### config.mk
export PLATFORM = sky130hd
export DESIGN_NAME = uart_format_trigger_modem_ctrl
export DESIGN_NICKNAME = d
export VERILOG_FILES = /design/src/core/uart_cfg_pkg.sv /design/src/core/cfg_link_if.sv /design/src/core/trigger_level_select.sv /design/src/core/char_format_decode.sv /design/src/core/uart_format_trigger_modem_ctrl.sv
export VERILOG_INCLUDE_DIRS = /design/src /design/src/core
export SDC_FILE = /design/constraint.sdc
export NUM_CORES = 1
export LEC_CHECK = 0
export BUFFER_PORTS_ARGS = -buffer_cell sky130_fd_sc_hd__buf_2
export CORE_MARGIN = 4
export CORE_UTILIZATION = 45
export CTS_BUF_LIST = sky130_fd_sc_hd__clkbuf_2
export CTS_CLUSTER_DIAMETER = 120
export DETAILED_ROUTE_END_ITERATION = 10
export PLACE_DENSITY = 0.71
export SYNTH_ARGS = -nofsm -noshare
export SYNTH_HDL_FRONTEND = slang
export SYNTH_SLANG_ARGS = --single-unit
### constraint.sdc
create_clock -name clk -period 3.9 [get_ports clk]
set_input_delay 0.585 -clock clk [delete_from_list [all_inputs] [get_ports clk]]
set_output_delay 0.585 -clock clk [all_outputs]
set_load 0.005 [all_outputs]
### src/core/uart_cfg_map.svh
// Register offsets, field positions, reset values and the extended page key of the UART setup block.
// Assumes a 3-bit register address and 8-bit register data.
`ifndef UART_CFG_MAP_SVH
`define UART_CFG_MAP_SVH

// Offsets on the 3-bit register address
`define OFS_DATA 3'h0
`define OFS_FIFO_CONTROL 3'h2
`define OFS_LINE_FORMAT 3'h3
`define OFS_MODEM_LINE_CONTROL 3'h4
`define OFS_DIVISOR_LOW 3'h0
`define OFS_DIVISOR_HIGH_BYTE 3'h1
`define OFS_DIVISOR_FRACTION 3'h2
`define OFS_LEVEL_REGISTER 3'h0
`define OFS_FEATURE_EXTENSION 3'h1
`define OFS_ENHANCED_FEATURES 3'h2
// Line format value that opens the extended register page
`define EXTENDED_PAGE_KEY 8'hbf

// Field positions
`define FCR_ENABLE 0
`define FCR_DMA_MODE 3
`define FCR_TX_SEL 4
`define FCR_RX_SEL 6
`define LCR_WORD 0
`define LCR_STOP 2
`define LCR_PARITY_ON 3
`define LCR_EVEN 4
`define LCR_FORCE 5
`define LCR_BREAK 6
`define LCR_DIVISOR 7
`define MCR_TERMINAL 0
`define MCR_REQUEST 1
`define MCR_AUX_ONE 2
`define MCR_INT_ENABLE 3
`define EFR_ENHANCED 4
`define EFR_AUTO_REQUEST 6
`define FEATURE_CONTROL_EXTENSION_HALF_DUPLEX 3
`define FEATURE_CONTROL_EXTENSION_TABLE 4
`define FEATURE_CONTROL_EXTENSION_LEVEL_DIR 7

// Reset values
`define RESET_BYTE 8'h00
`define RESET_LEVEL 8'h01

`endif

### src/core/uart_cfg_pkg.sv
// Types shared by the UART setup block and its decoders.
// Assumes the constants header supplies numbers; only types live here.
package uart_cfg_pkg;
    typedef enum logic [1:0] {
        TABLE_A = 2'b00,
        TABLE_B = 2'b01,
        TABLE_C = 2'b10,
        TABLE_D = 2'b11
    } trig_table_e;
    typedef logic [7:0] level_t;
endpackage : uart_cfg_pkg

### src/core/cfg_link_if.sv
// Carrier between the setup registers and the two decoders.
// Assumes all three modules share one clock and reset.
`timescale 1ns/1ps
interface cfg_link_if
    import uart_cfg_pkg::*;
(
    input wire logic clk,
    input wire logic rst
);
    trig_table_e table_sel;
    logic [1:0] rxSel;
    logic [1:0] txSel;
    level_t progRx;
    level_t progTx;
    level_t rxLevel;
    level_t txLevel;
    logic [7:0] lineFormat;
    logic [3:0] wordBits;
    logic [2:0] stopHalves;
    logic parityOn;
    logic parityFixed;
    logic parityValue;
    logic parityEven;

    modport ctrl (
        output table_sel, rxSel, txSel, progRx, progTx, lineFormat,
        input rxLevel, txLevel, wordBits, stopHalves, parityOn, parityFixed, parityValue,
        parityEven
    );
    modport trig (
        input clk, rst, table_sel, rxSel, txSel, progRx, progTx,
        output rxLevel, txLevel
    );
    modport fmt (
        input clk, rst, lineFormat,
        output wordBits, stopHalves, parityOn, parityFixed, parityValue, parityEven
    );
endinterface : cfg_link_if

### src/core/trigger_level_select.sv
// Maps trigger table and select bits to receive and transmit levels.
// Assumes selects are registered by the setup block on the same clock.
`timescale 1ns/1ps
`include "uart_cfg_map.svh"
module trigger_level_select
    import uart_cfg_pkg::*;
(
    cfg_link_if.trig link
);
    // Table lookup; one table governs both directions
    always_comb
    begin
        link.rxLevel = `RESET_LEVEL;
        link.txLevel = `RESET_LEVEL;
        case (link.table_sel)
            TABLE_A:
            begin
                case (link.rxSel)
                    2'b00: link.rxLevel = 8'h01;
                    2'b01: link.rxLevel = 8'h04;
                    2'b10: link.rxLevel = 8'h08;
                    default: link.rxLevel = 8'h0e;
                endcase
                link.txLevel = 8'h01;
            end
            TABLE_B:
            begin
                case (link.rxSel)
                    2'b00: link.rxLevel = 8'h08;
                    2'b01: link.rxLevel = 8'h10;
                    2'b10: link.rxLevel = 8'h18;
                    default: link.rxLevel = 8'h1c;
                endcase
                case (link.txSel)
                    2'b00: link.txLevel = 8'h10;
                    2'b01: link.txLevel = 8'h08;
                    2'b10: link.txLevel = 8'h18;
                    default: link.txLevel = 8'h1e;
                endcase
            end
            TABLE_C:
            begin
                case (link.rxSel)
                    2'b00: link.rxLevel = 8'h08;
                    2'b01: link.rxLevel = 8'h10;
                    2'b10: link.rxLevel = 8'h38;
                    default: link.rxLevel = 8'h3c;
                endcase
                case (link.txSel)
                    2'b00: link.txLevel = 8'h08;
                    2'b01: link.txLevel = 8'h10;
                    2'b10: link.txLevel = 8'h20;
                    default: link.txLevel = 8'h38;
                endcase
            end
            TABLE_D:
            begin
                // Programmed levels replace the select bits entirely
                link.rxLevel = link.progRx;
                link.txLevel = link.progTx;
            end
            default:
            begin
                link.rxLevel = `RESET_LEVEL;
                link.txLevel = `RESET_LEVEL;
            end
        endcase
    end

    AST_TABLE_A_TX: assert property (@(posedge link.clk) disable iff (link.rst)
        link.table_sel == TABLE_A |-> link.txLevel == 8'h01)
        else $error("table A transmit level is not one");
    AST_TABLE_C_RX: assert property (@(posedge link.clk) disable iff (link.rst)
        (link.table_sel == TABLE_C && link.rxSel == 2'b11) |-> link.rxLevel == 8'h3c)
        else $error("table C top receive level wrong");
endmodule : trigger_level_select

### src/core/char_format_decode.sv
// Decodes the line format byte into word length, stop length and parity mode.
// Assumes the byte is a register of the setup block on the same clock.
`timescale 1ns/1ps
`include "uart_cfg_map.svh"
module char_format_decode
    import uart_cfg_pkg::*;
(
    cfg_link_if.fmt link
);
    logic [1:0] word;
    logic forced;

    // Word and stop length; stop length is counted in half bit times
    always_comb
    begin
        word = link.lineFormat[`LCR_WORD +: 2];
        link.wordBits = 4'h5 + {2'b00, word};
        if (!link.lineFormat[`LCR_STOP])
            link.stopHalves = 3'h2;
        else if (word == 2'b00)
            link.stopHalves = 3'h3;
        else
            link.stopHalves = 3'h4;
    end

    // Parity shared by generation and checking
    always_comb
    begin
        forced = link.lineFormat[`LCR_FORCE];
        link.parityOn = link.lineFormat[`LCR_PARITY_ON];
        link.parityEven = link.lineFormat[`LCR_EVEN] & ~forced;
        link.parityFixed = link.parityOn & forced;
        link.parityValue = ~link.lineFormat[`LCR_EVEN];
    end

    AST_WORD_LEN: assert property (@(posedge link.clk) disable iff (link.rst)
        link.lineFormat[1:0] == 2'b10 |-> link.wordBits == 4'h7)
        else $error("seven bit word not decoded");
    AST_STOP_HALF: assert property (@(posedge link.clk) disable iff (link.rst)
        link.lineFormat[2:0] == 3'b100 |-> link.stopHalves == 3'h3)
        else $error("five bit word with long stop must give one and a half");
endmodule : char_format_decode

### src/core/uart_format_trigger_modem_ctrl.sv
// Setup registers of one UART channel: FIFO trigger levels, DMA request pins,
// character format, break, divisor access and modem control outputs.
// Assumes an asynchronous 8-bit host bus with active-low strobes and FIFO counts
// and serial data supplied by logic on clk.
`timescale 1ns/1ps
`include "uart_cfg_map.svh"
module uart_format_trigger_modem_ctrl
    import uart_cfg_pkg::*;
(
    input wire logic clk,
    input wire logic rst,
    input wire logic [2:0] busAddr,
    input wire logic [7:0] busDataIn,
    output logic [7:0] busDataOut,
    output logic busDataOe,
    input wire logic chipSelect_n,
    input wire logic readStrobe_n,
    input wire logic writeStrobe_n,
    input wire logic [6:0] txFifoCount,
    input wire logic [6:0] rxFifoCount,
    input wire logic [7:0] rxData,
    output logic [7:0] txData,
    output logic txDataWrite,
    output logic rxDataRead,
    input wire logic txSerial,
    output logic txPin,
    output logic [7:0] divisorLow,
    output logic [7:0] divisorHighByte,
    output logic [3:0] divisorFraction,
    output logic [3:0] wordBits,
    output logic [2:0] stopHalves,
    output logic parityOn,
    output logic parityEven,
    output logic parityFixed,
    output logic parityValue,
    output logic txInterrupt,
    output logic rxInterrupt,
    output logic transmitDmaRequest_n,
    output logic receiveDmaRequest_n,
    input wire logic autoRequest_n,
    input wire logic halfDuplexRequest_n,
    output logic terminalReady_n,
    output logic requestToSend_n,
    output logic auxOutputOne,
    output logic auxOutputTwo_n,
    input wire logic interruptIn,
    output logic interruptOut,
    output logic interruptOe
);
    // Bus pin synchronisers, two flops each
    logic [2:0] addrMeta, addrSync;
    logic [7:0] dataMeta, dataSync;
    logic [2:0] strobeMeta, strobeSync;
    logic writePrev, readPrev;
    logic writeTaken, readTaken, csActive, rdActive;

    // Register state
    logic [7:0] lineFormat;
    logic [7:0] modemLineControl;
    logic [7:0] enhancedFeatures;
    logic [7:0] featureControlExtension;
    logic dmaMode;
    logic [1:0] rxSel, txSel;
    level_t progRx, progTx;
    logic extPage, divPage, txWasAbove;

    cfg_link_if link (.clk(clk), .rst(rst));

    trigger_level_select u_trig (.link(link.trig));
    char_format_decode u_fmt (.link(link.fmt));

    // Pins are asynchronous to clk; logic only reads the second stage
    always_ff @(posedge clk or posedge rst)
    begin
        if (rst)
        begin
            addrMeta <= 3'h0;
            addrSync <= 3'h0;
            dataMeta <= 8'h00;
            dataSync <= 8'h00;
            strobeMeta <= 3'h7;
            strobeSync <= 3'h7;
        end
        else
        begin
            addrMeta <= busAddr;
            addrSync <= addrMeta;
            dataMeta <= busDataIn;
            dataSync <= dataMeta;
            strobeMeta <= {chipSelect_n, readStrobe_n, writeStrobe_n};
            strobeSync <= strobeMeta;
        end
    end

    // Strobe history for edge detection
    always_ff @(posedge clk or posedge rst)
    begin
        if (rst)
        begin
            writePrev <= 1'b0;
            readPrev <= 1'b0;
        end
        else
        begin
            writePrev <= ~strobeSync[0] & ~strobeSync[2];
            readPrev <= rdActive;
        end
    end

    // A write is taken at the end of the strobe, when data has settled
    always_comb
    begin
        csActive = ~strobeSync[2];
        rdActive = csActive & ~strobeSync[1];
        writeTaken = writePrev & strobeSync[0];
        readTaken = rdActive & ~readPrev;
        extPage = (lineFormat == `EXTENDED_PAGE_KEY);
        divPage = lineFormat[`LCR_DIVISOR] & ~extPage;
    end

    // Line format and modem control registers
    always_ff @(posedge clk or posedge rst)
    begin
        if (rst)
        begin
            lineFormat <= `RESET_BYTE;
            modemLineControl <= `RESET_BYTE;
        end
        else if (writeTaken)
        begin
            if (addrSync == `OFS_LINE_FORMAT)
                lineFormat <= dataSync;
            if (addrSync == `OFS_MODEM_LINE_CONTROL)
                modemLineControl <= dataSync;
        end
    end

    // Extended page registers, reachable only under the page key
    always_ff @(posedge clk or posedge rst)
    begin
        if (rst)
        begin
            enhancedFeatures <= `RESET_BYTE;
            featureControlExtension <= `RESET_BYTE;
            progRx <= `RESET_LEVEL;
            progTx <= `RESET_LEVEL;
        end
        else if (writeTaken && extPage)
        begin
            if (addrSync == `OFS_ENHANCED_FEATURES)
                enhancedFeatures <= dataSync;
            if (addrSync == `OFS_FEATURE_EXTENSION)
                featureControlExtension <= dataSync;
            if (addrSync == `OFS_LEVEL_REGISTER)
            begin
                // Direction bit decides which programmed level is loaded
                if (featureControlExtension[`FEATURE_CONTROL_EXTENSION_LEVEL_DIR])
                    progTx <= dataSync;
                else
                    progRx <= dataSync;
            end
        end
    end

    // FIFO control: ignored unless the enable bit is set in the same write
    always_ff @(posedge clk or posedge rst)
    begin
        if (rst)
        begin
            dmaMode <= 1'b0;
            rxSel <= 2'b00;
            txSel <= 2'b00;
        end
        else if (writeTaken && !extPage && !divPage && addrSync == `OFS_FIFO_CONTROL
                 && dataSync[`FCR_ENABLE])
        begin
            dmaMode <= dataSync[`FCR_DMA_MODE];
            rxSel <= dataSync[`FCR_RX_SEL +: 2];
            if (enhancedFeatures[`EFR_ENHANCED])
                txSel <= dataSync[`FCR_TX_SEL +: 2];
        end
    end

    // Divisor latches sit on offsets 0 to 2; low shares with the data registers, fraction with FIFO control
    always_ff @(posedge clk or posedge rst)
    begin
        if (rst)
        begin
            divisorLow <= 8'h00;
            divisorHighByte <= 8'h00;
            divisorFraction <= 4'h0;
        end
        else if (writeTaken && divPage)
        begin
            if (addrSync == `OFS_DIVISOR_LOW)
                divisorLow <= dataSync;
            if (addrSync == `OFS_DIVISOR_HIGH_BYTE)
                divisorHighByte <= dataSync;
            if (addrSync == `OFS_DIVISOR_FRACTION)
                divisorFraction <= dataSync[3:0];
        end
    end

    // Data register strobes toward the FIFOs; only with divisor access off
    always_ff @(posedge clk or posedge rst)
    begin
        if (rst)
        begin
            txData <= 8'h00;
            txDataWrite <= 1'b0;
            rxDataRead <= 1'b0;
        end
        else
        begin
            txDataWrite <= writeTaken && !divPage && !extPage && addrSync == `OFS_DATA;
            rxDataRead <= readTaken && !divPage && !extPage && addrSync == `OFS_DATA;
            if (writeTaken && !divPage && !extPage && addrSync == `OFS_DATA)
                txData <= dataSync;
        end
    end

    // Read data register; unmapped offsets read zero
    always_ff @(posedge clk or posedge rst)
    begin
        if (rst)
            busDataOut <= 8'h00;
        else if (readTaken)
        begin
            busDataOut <= 8'h00;
            if (addrSync == `OFS_LINE_FORMAT)
                busDataOut <= lineFormat;
            else if (addrSync == `OFS_MODEM_LINE_CONTROL)
                busDataOut <= modemLineControl;
            else if (extPage && addrSync == `OFS_ENHANCED_FEATURES)
                busDataOut <= enhancedFeatures;
            else if (extPage && addrSync == `OFS_FEATURE_EXTENSION)
                busDataOut <= featureControlExtension;
            else if (divPage && addrSync == `OFS_DIVISOR_LOW)
                busDataOut <= divisorLow;
            else if (divPage && addrSync == `OFS_DIVISOR_HIGH_BYTE)
                busDataOut <= divisorHighByte;
            else if (divPage && addrSync == `OFS_DIVISOR_FRACTION)
                busDataOut <= {4'h0, divisorFraction};
            else if (!divPage && !extPage && addrSync == `OFS_DATA)
                busDataOut <= rxData;
        end
    end

    // Drive data pins while a read stands, from the same edge that captures the data
    always_comb
    begin
        busDataOe = rdActive & readPrev;
    end

    // Settings out to the decoders; the table field is the single selection
    always_comb
    begin
        link.table_sel = trig_table_e'(featureControlExtension[`FEATURE_CONTROL_EXTENSION_TABLE +: 2]);
        link.rxSel = rxSel;
        link.txSel = txSel;
        link.progRx = progRx;
        link.progTx = progTx;
        link.lineFormat = lineFormat;
        wordBits = link.wordBits;
        stopHalves = link.stopHalves;
        parityOn = link.parityOn;
        parityEven = link.parityEven;
        parityFixed = link.parityFixed;
        parityValue = link.parityValue;
    end

    // Remembers whether the last reload took the FIFO to its level
    always_ff @(posedge clk or posedge rst)
    begin
        if (rst)
            txWasAbove <= 1'b0;
        else if ({1'b0, txFifoCount} >= link.txLevel)
            txWasAbove <= 1'b1;
        else if (txFifoCount == 7'h00)
            txWasAbove <= 1'b0;
    end

    // FIFO interrupts and DMA request pins
    always_comb
    begin
        txInterrupt = (txWasAbove && {1'b0, txFifoCount} < link.txLevel)
                      || txFifoCount == 7'h00;
        rxInterrupt = {1'b0, rxFifoCount} >= link.rxLevel;
        if (dmaMode)
        begin
            transmitDmaRequest_n = ~({1'b0, txFifoCount} < link.txLevel);
            receiveDmaRequest_n = ~rxInterrupt;
        end
        else
        begin
            transmitDmaRequest_n = txFifoCount != 7'h00;
            receiveDmaRequest_n = rxFifoCount == 7'h00;
        end
    end

    // Line and modem pins; break wins over any serial data
    always_comb
    begin
        txPin = txSerial & ~lineFormat[`LCR_BREAK];
        terminalReady_n = ~modemLineControl[`MCR_TERMINAL];
        if (featureControlExtension[`FEATURE_CONTROL_EXTENSION_HALF_DUPLEX])
            requestToSend_n = halfDuplexRequest_n;
        else if (enhancedFeatures[`EFR_AUTO_REQUEST])
            requestToSend_n = autoRequest_n;
        else
            requestToSend_n = ~modemLineControl[`MCR_REQUEST];
        auxOutputOne = modemLineControl[`MCR_AUX_ONE];
        auxOutputTwo_n = ~modemLineControl[`MCR_INT_ENABLE];
        interruptOe = modemLineControl[`MCR_INT_ENABLE];
        interruptOut = interruptIn & interruptOe;
    end

    AST_BREAK_LOW: assert property (@(posedge clk) disable iff (rst)
        lineFormat[`LCR_BREAK] |-> !txPin)
        else $error("transmit pin not held low during break");
    AST_TX_SEL_LOCK: assert property (@(posedge clk) disable iff (rst)
        !enhancedFeatures[`EFR_ENHANCED] |=> $stable(txSel))
        else $error("transmit select changed without enhanced functions");
    AST_FCR_ENABLE: assert property (@(posedge clk) disable iff (rst)
        (writeTaken && !dataSync[`FCR_ENABLE]) |=> $stable(dmaMode) && $stable(rxSel))
        else $error("fifo control programmed without enable bit");
    AST_DMA_NORMAL: assert property (@(posedge clk) disable iff (rst)
        !dmaMode |-> receiveDmaRequest_n == (rxFifoCount == 7'h00))
        else $error("receive request wrong in normal mode");
    AST_RX_INT: assert property (@(posedge clk) disable iff (rst)
        ({1'b0, rxFifoCount} >= link.rxLevel) |-> rxInterrupt)
        else $error("receive interrupt missing at trigger level");
    AST_TX_EMPTY: assert property (@(posedge clk) disable iff (rst)
        (txFifoCount == 7'h00) |-> txInterrupt)
        else $error("transmit interrupt missing on empty fifo");
    AST_TERMINAL: assert property (@(posedge clk) disable iff (rst)
        $rose(modemLineControl[`MCR_TERMINAL]) |-> !terminalReady_n)
        else $error("terminal ready pin not low after bit set");
    AST_INT_ENABLE: assert property (@(posedge clk) disable iff (rst)
        interruptOe |-> !auxOutputTwo_n && interruptOut == interruptIn)
        else $error("interrupt enable and second aux pin disagree");
    AST_LEVEL_LOAD: assert property (@(posedge clk) disable iff (rst)
        (writeTaken && extPage && addrSync == `OFS_LEVEL_REGISTER
         && !featureControlExtension[`FEATURE_CONTROL_EXTENSION_LEVEL_DIR]) |=> progRx == $past(dataSync))
        else $error("receive level register not loaded");
    AST_DIV_WRITE: assert property (@(posedge clk) disable iff (rst)
        (writeTaken && !divPage && addrSync == `OFS_DIVISOR_LOW) |=> $stable(divisorLow))
        else $error("divisor changed with divisor access off");
endmodule : uart_format_trigger_modem_ctrl

==> flow_summary.yaml <==
worst_setup_path:
  worstSetupPathType: "register to primary output"
  path_max_fanout: 21
  rrSetupSlack_ns: 1.18
  worstPathArrival_ns: 2.99
  critPathBufInv: 1
  crit_chain: "or3_1 -> o21ai_0 -> ha_1 -> nand2b_1 -> a21o_1 -> a211oi_1 -> o21a_1 -> o21a_1 -> buf_2"
  endpoint_kind: "primary output"
  critPathSlowestCell: "dfrtp_2"
  startpoint_type: "register"
  critPathMaxStageDelay_ns: 0.56
  crit_path_frequent_cell: "o21a_1"
  path_delay_family: "compound AO/OA/AOI/OAI gates"
  cp.required_ns: 3.31
clocking:
  clock-sinks: 122
  cts_buffers: 17
  clkSlewWorstSetupHoldPaths_ns: 0.19
  htree_levels: 4
  cts-root-buf: "clkbuf_2"
  clk_latency_ns: 0.67
  clock_path_buffers: 2
  post_cts_buffers: 0
  cts_tree: "done"
synthesis:
  ys_warn_count: 0
  synth_common_cells: "dfrtp_1, mux2_2, nand2_1, o21ai_0, nor2_1"
  async_reset_ff_share_pct: 100
  seq_area_frac_synth_pct: 52.6
  synth_edf_count: 0
  synthesis.instances: 506
  synth.most_common_cell: "dfrtp_1"
  synthTopCellsByArea: "dfrtp_1, mux2_2, ha_1"
  synth.avg_cell_area_um2: 11.5
  syn-num-nets: 569
  synthFlopType: "dfrtp_1"
  synth_seq_cells: 122
  synth.distinct_cells: 60
  synth_area_leader_cell: "dfrtp_1"
  yosys.area.top_type_share_pct: 48.9
  syn-cell-area_mm2: 0.00583
floorplan:
  coreArea_mm2: 0.0127
  rows: 41
  dieWidth_um: 122
  die_h_um: 122
  ioPinCount: 103
  start_util_pct: 46.0
  die-area_mm2: 0.0148
timing:
  setup_viol: 0
  worst_slew_pin_slew_ns: 0.916
  post-route-min-period_ns: 3.58
  fin_ws_ns: 0.322
  fmax_mhz: 279
  rsz0062_at_grt: "false"
  setup_tns_ns: 0
  fin_skew_ns: 0.0502
  fin_crit_sh_pct: 91.7
  slew_violations: 0
  hold_viol_final: 0
  maxSlewHeadroom_pct: 38.9
grt:
  grt_pass1_vias: 4654
  grt_overflow: 0
  grt_max_degree: 76
  grt_usage_pct: 21.0
  grt_use_met2_pct: 33.6
  global_route.usage.met1_pct: 27.4
  grt-busiest-layer: "met2"
  antenna_found_initial: 0
  grt_pass1_wl_mm: 23.9
  met3_usage_pct: 5.34
worst_hold_path:
  hold_path.class: "input pin to asynchronous set/reset pin"
detailed_routing:
  route.detailed.drc: 0
  routed_via_density: 5.66
  finalWirelength_mm: 15.1
  wl_per_cell_um: 18.7
  drtPass1Iterations: 5
  ant_nets: 0
  num_vias: 4558
  drt_iter0_markers: 383
status:
  status: "completed"
power:
  ir_drop_mv: 0.250
  power.density_mw_per_mm2: 389
  leakage_nw: 3.24
  total_power_w: 0.00267
cells_and_area:
  syn_to_final_growth_pct: 17.8
  antennaDiodeCount: 0
  fin_nets: 683
  drive_above_1_share_pct: 37.1
place:
  place_ws_ns: 0.919
  dp_hpwl_mm: 10.9
  place.port_buffers: 102
  gp_congestion: 0.973
job:
  cap_viol_max_count: 0
placed cells by master, fill, tap and decap left out, types with 4 or more instances in the layout:
master         count
a21oi_1           18
a221oi_1           9
a31oi_1            5
and2_1             7
buf_2            102
clkbuf_2          17
clkinv_4           5
dfrtp_1          112
dfstp_2            8
dlygate4sd3_1     14
ha_1              21
inv_1             19
inv_6              5
mux2_2            76
nand2_1           37
nand2b_1           6
nand3_1           11
nand4_1            4
nor2_1            23
nor2b_1            7
nor3_1            10
nor4_1             6
o211ai_1           7
o21a_1             4
o21ai_0           27
o22ai_1            6
or3_1              5
timing repair:
action	4_1_cts	5_1_grt
resized for setup	0	2
endpoints found under the setup margin	0	3
hold buffers	14	0
hold endpoints to repair	14	0
flip-flops by register name, indices dropped and copies added (netlist names), 4 cells and up:
name,cells
dataMeta,8
busDataOut,8
link.progTx,8
enhancedFeatures,8
featureControlExtension,8
lineFormat,8
divisorFraction,4
link.progRx,8
dataSync,8
divisorHighByte,8
divisorLow,8
modemLineControl,8
txData,8
routing by layer:
metal  part of all wire, %  wire length (µm)
met1                    42              6380
met2                    48              7230
met3                   7.0              1060
met4                   2.8               415
met5                     0                 0
area by class of cell:
class                   count  area, µm²
flip-flops and latches    122       3070
inverters                  21       81.3
multi-input cells         339       2580
clock buffers              17       85.1
repair buffers            119        673
clock inverters            15        165
well taps                 172        215
fillers                  1128       5800
stage by stage:
stage               instance area, µm²  hold WS [ns]  util [%]  instances
floorplan                         5830         0.331         -        506
global placement                  6470         0.332      51.1        759
detailed placement                6470         0.335      51.1        759
CTS                               6870        0.0593      54.2        805
global route                      6870        0.0932      54.2        805
finish                            6870        0.0842      54.2        805
final timing paths:
| kind | from | endpoint | cells after the start |
|---|---|---|---|
| max in group asynchronous | rst | busDataOut[3] | 3 |
| min in group clk | rxData[0] | busDataOut[0] | 4 |
| setup / recovery | featureControlExtension[5] | receiveDmaRequest_n | 9 |
| setup reg to reg | lineFormat[1] | enhancedFeatures[3] | 6 |
| hold / removal | rst | readPrev | 2 |
| hold reg to reg | strobeMeta[0] | strobeSync[0] | 0 |
report_power, final:
part | switching [W] | leakage [nW] | total, W | internal [W]
clock network | 0.000506 | 0.150 | 0.000813 | 0.000307
registers | 0.000105 | 1.57 | 0.00147 | 0.00136
logic | 0.000198 | 1.53 | 0.000387 | 0.000189
kinds of logic (layout without fill, tap and decap cells):
logic type	Yosys count	after routing	share of synthesized area [%]
buffers and inverters	45	172	3.13
multiplexers	78	78	15.0
adder cells (fa/ha/maj)	23	23	4.85
AND/OR/NAND/NOR	136	136	12.8
AO/OA/AOI/OAI	102	102	11.6
flip-flops	122	122	52.6
No activity file was read; power rests on OpenSTA's default activity.
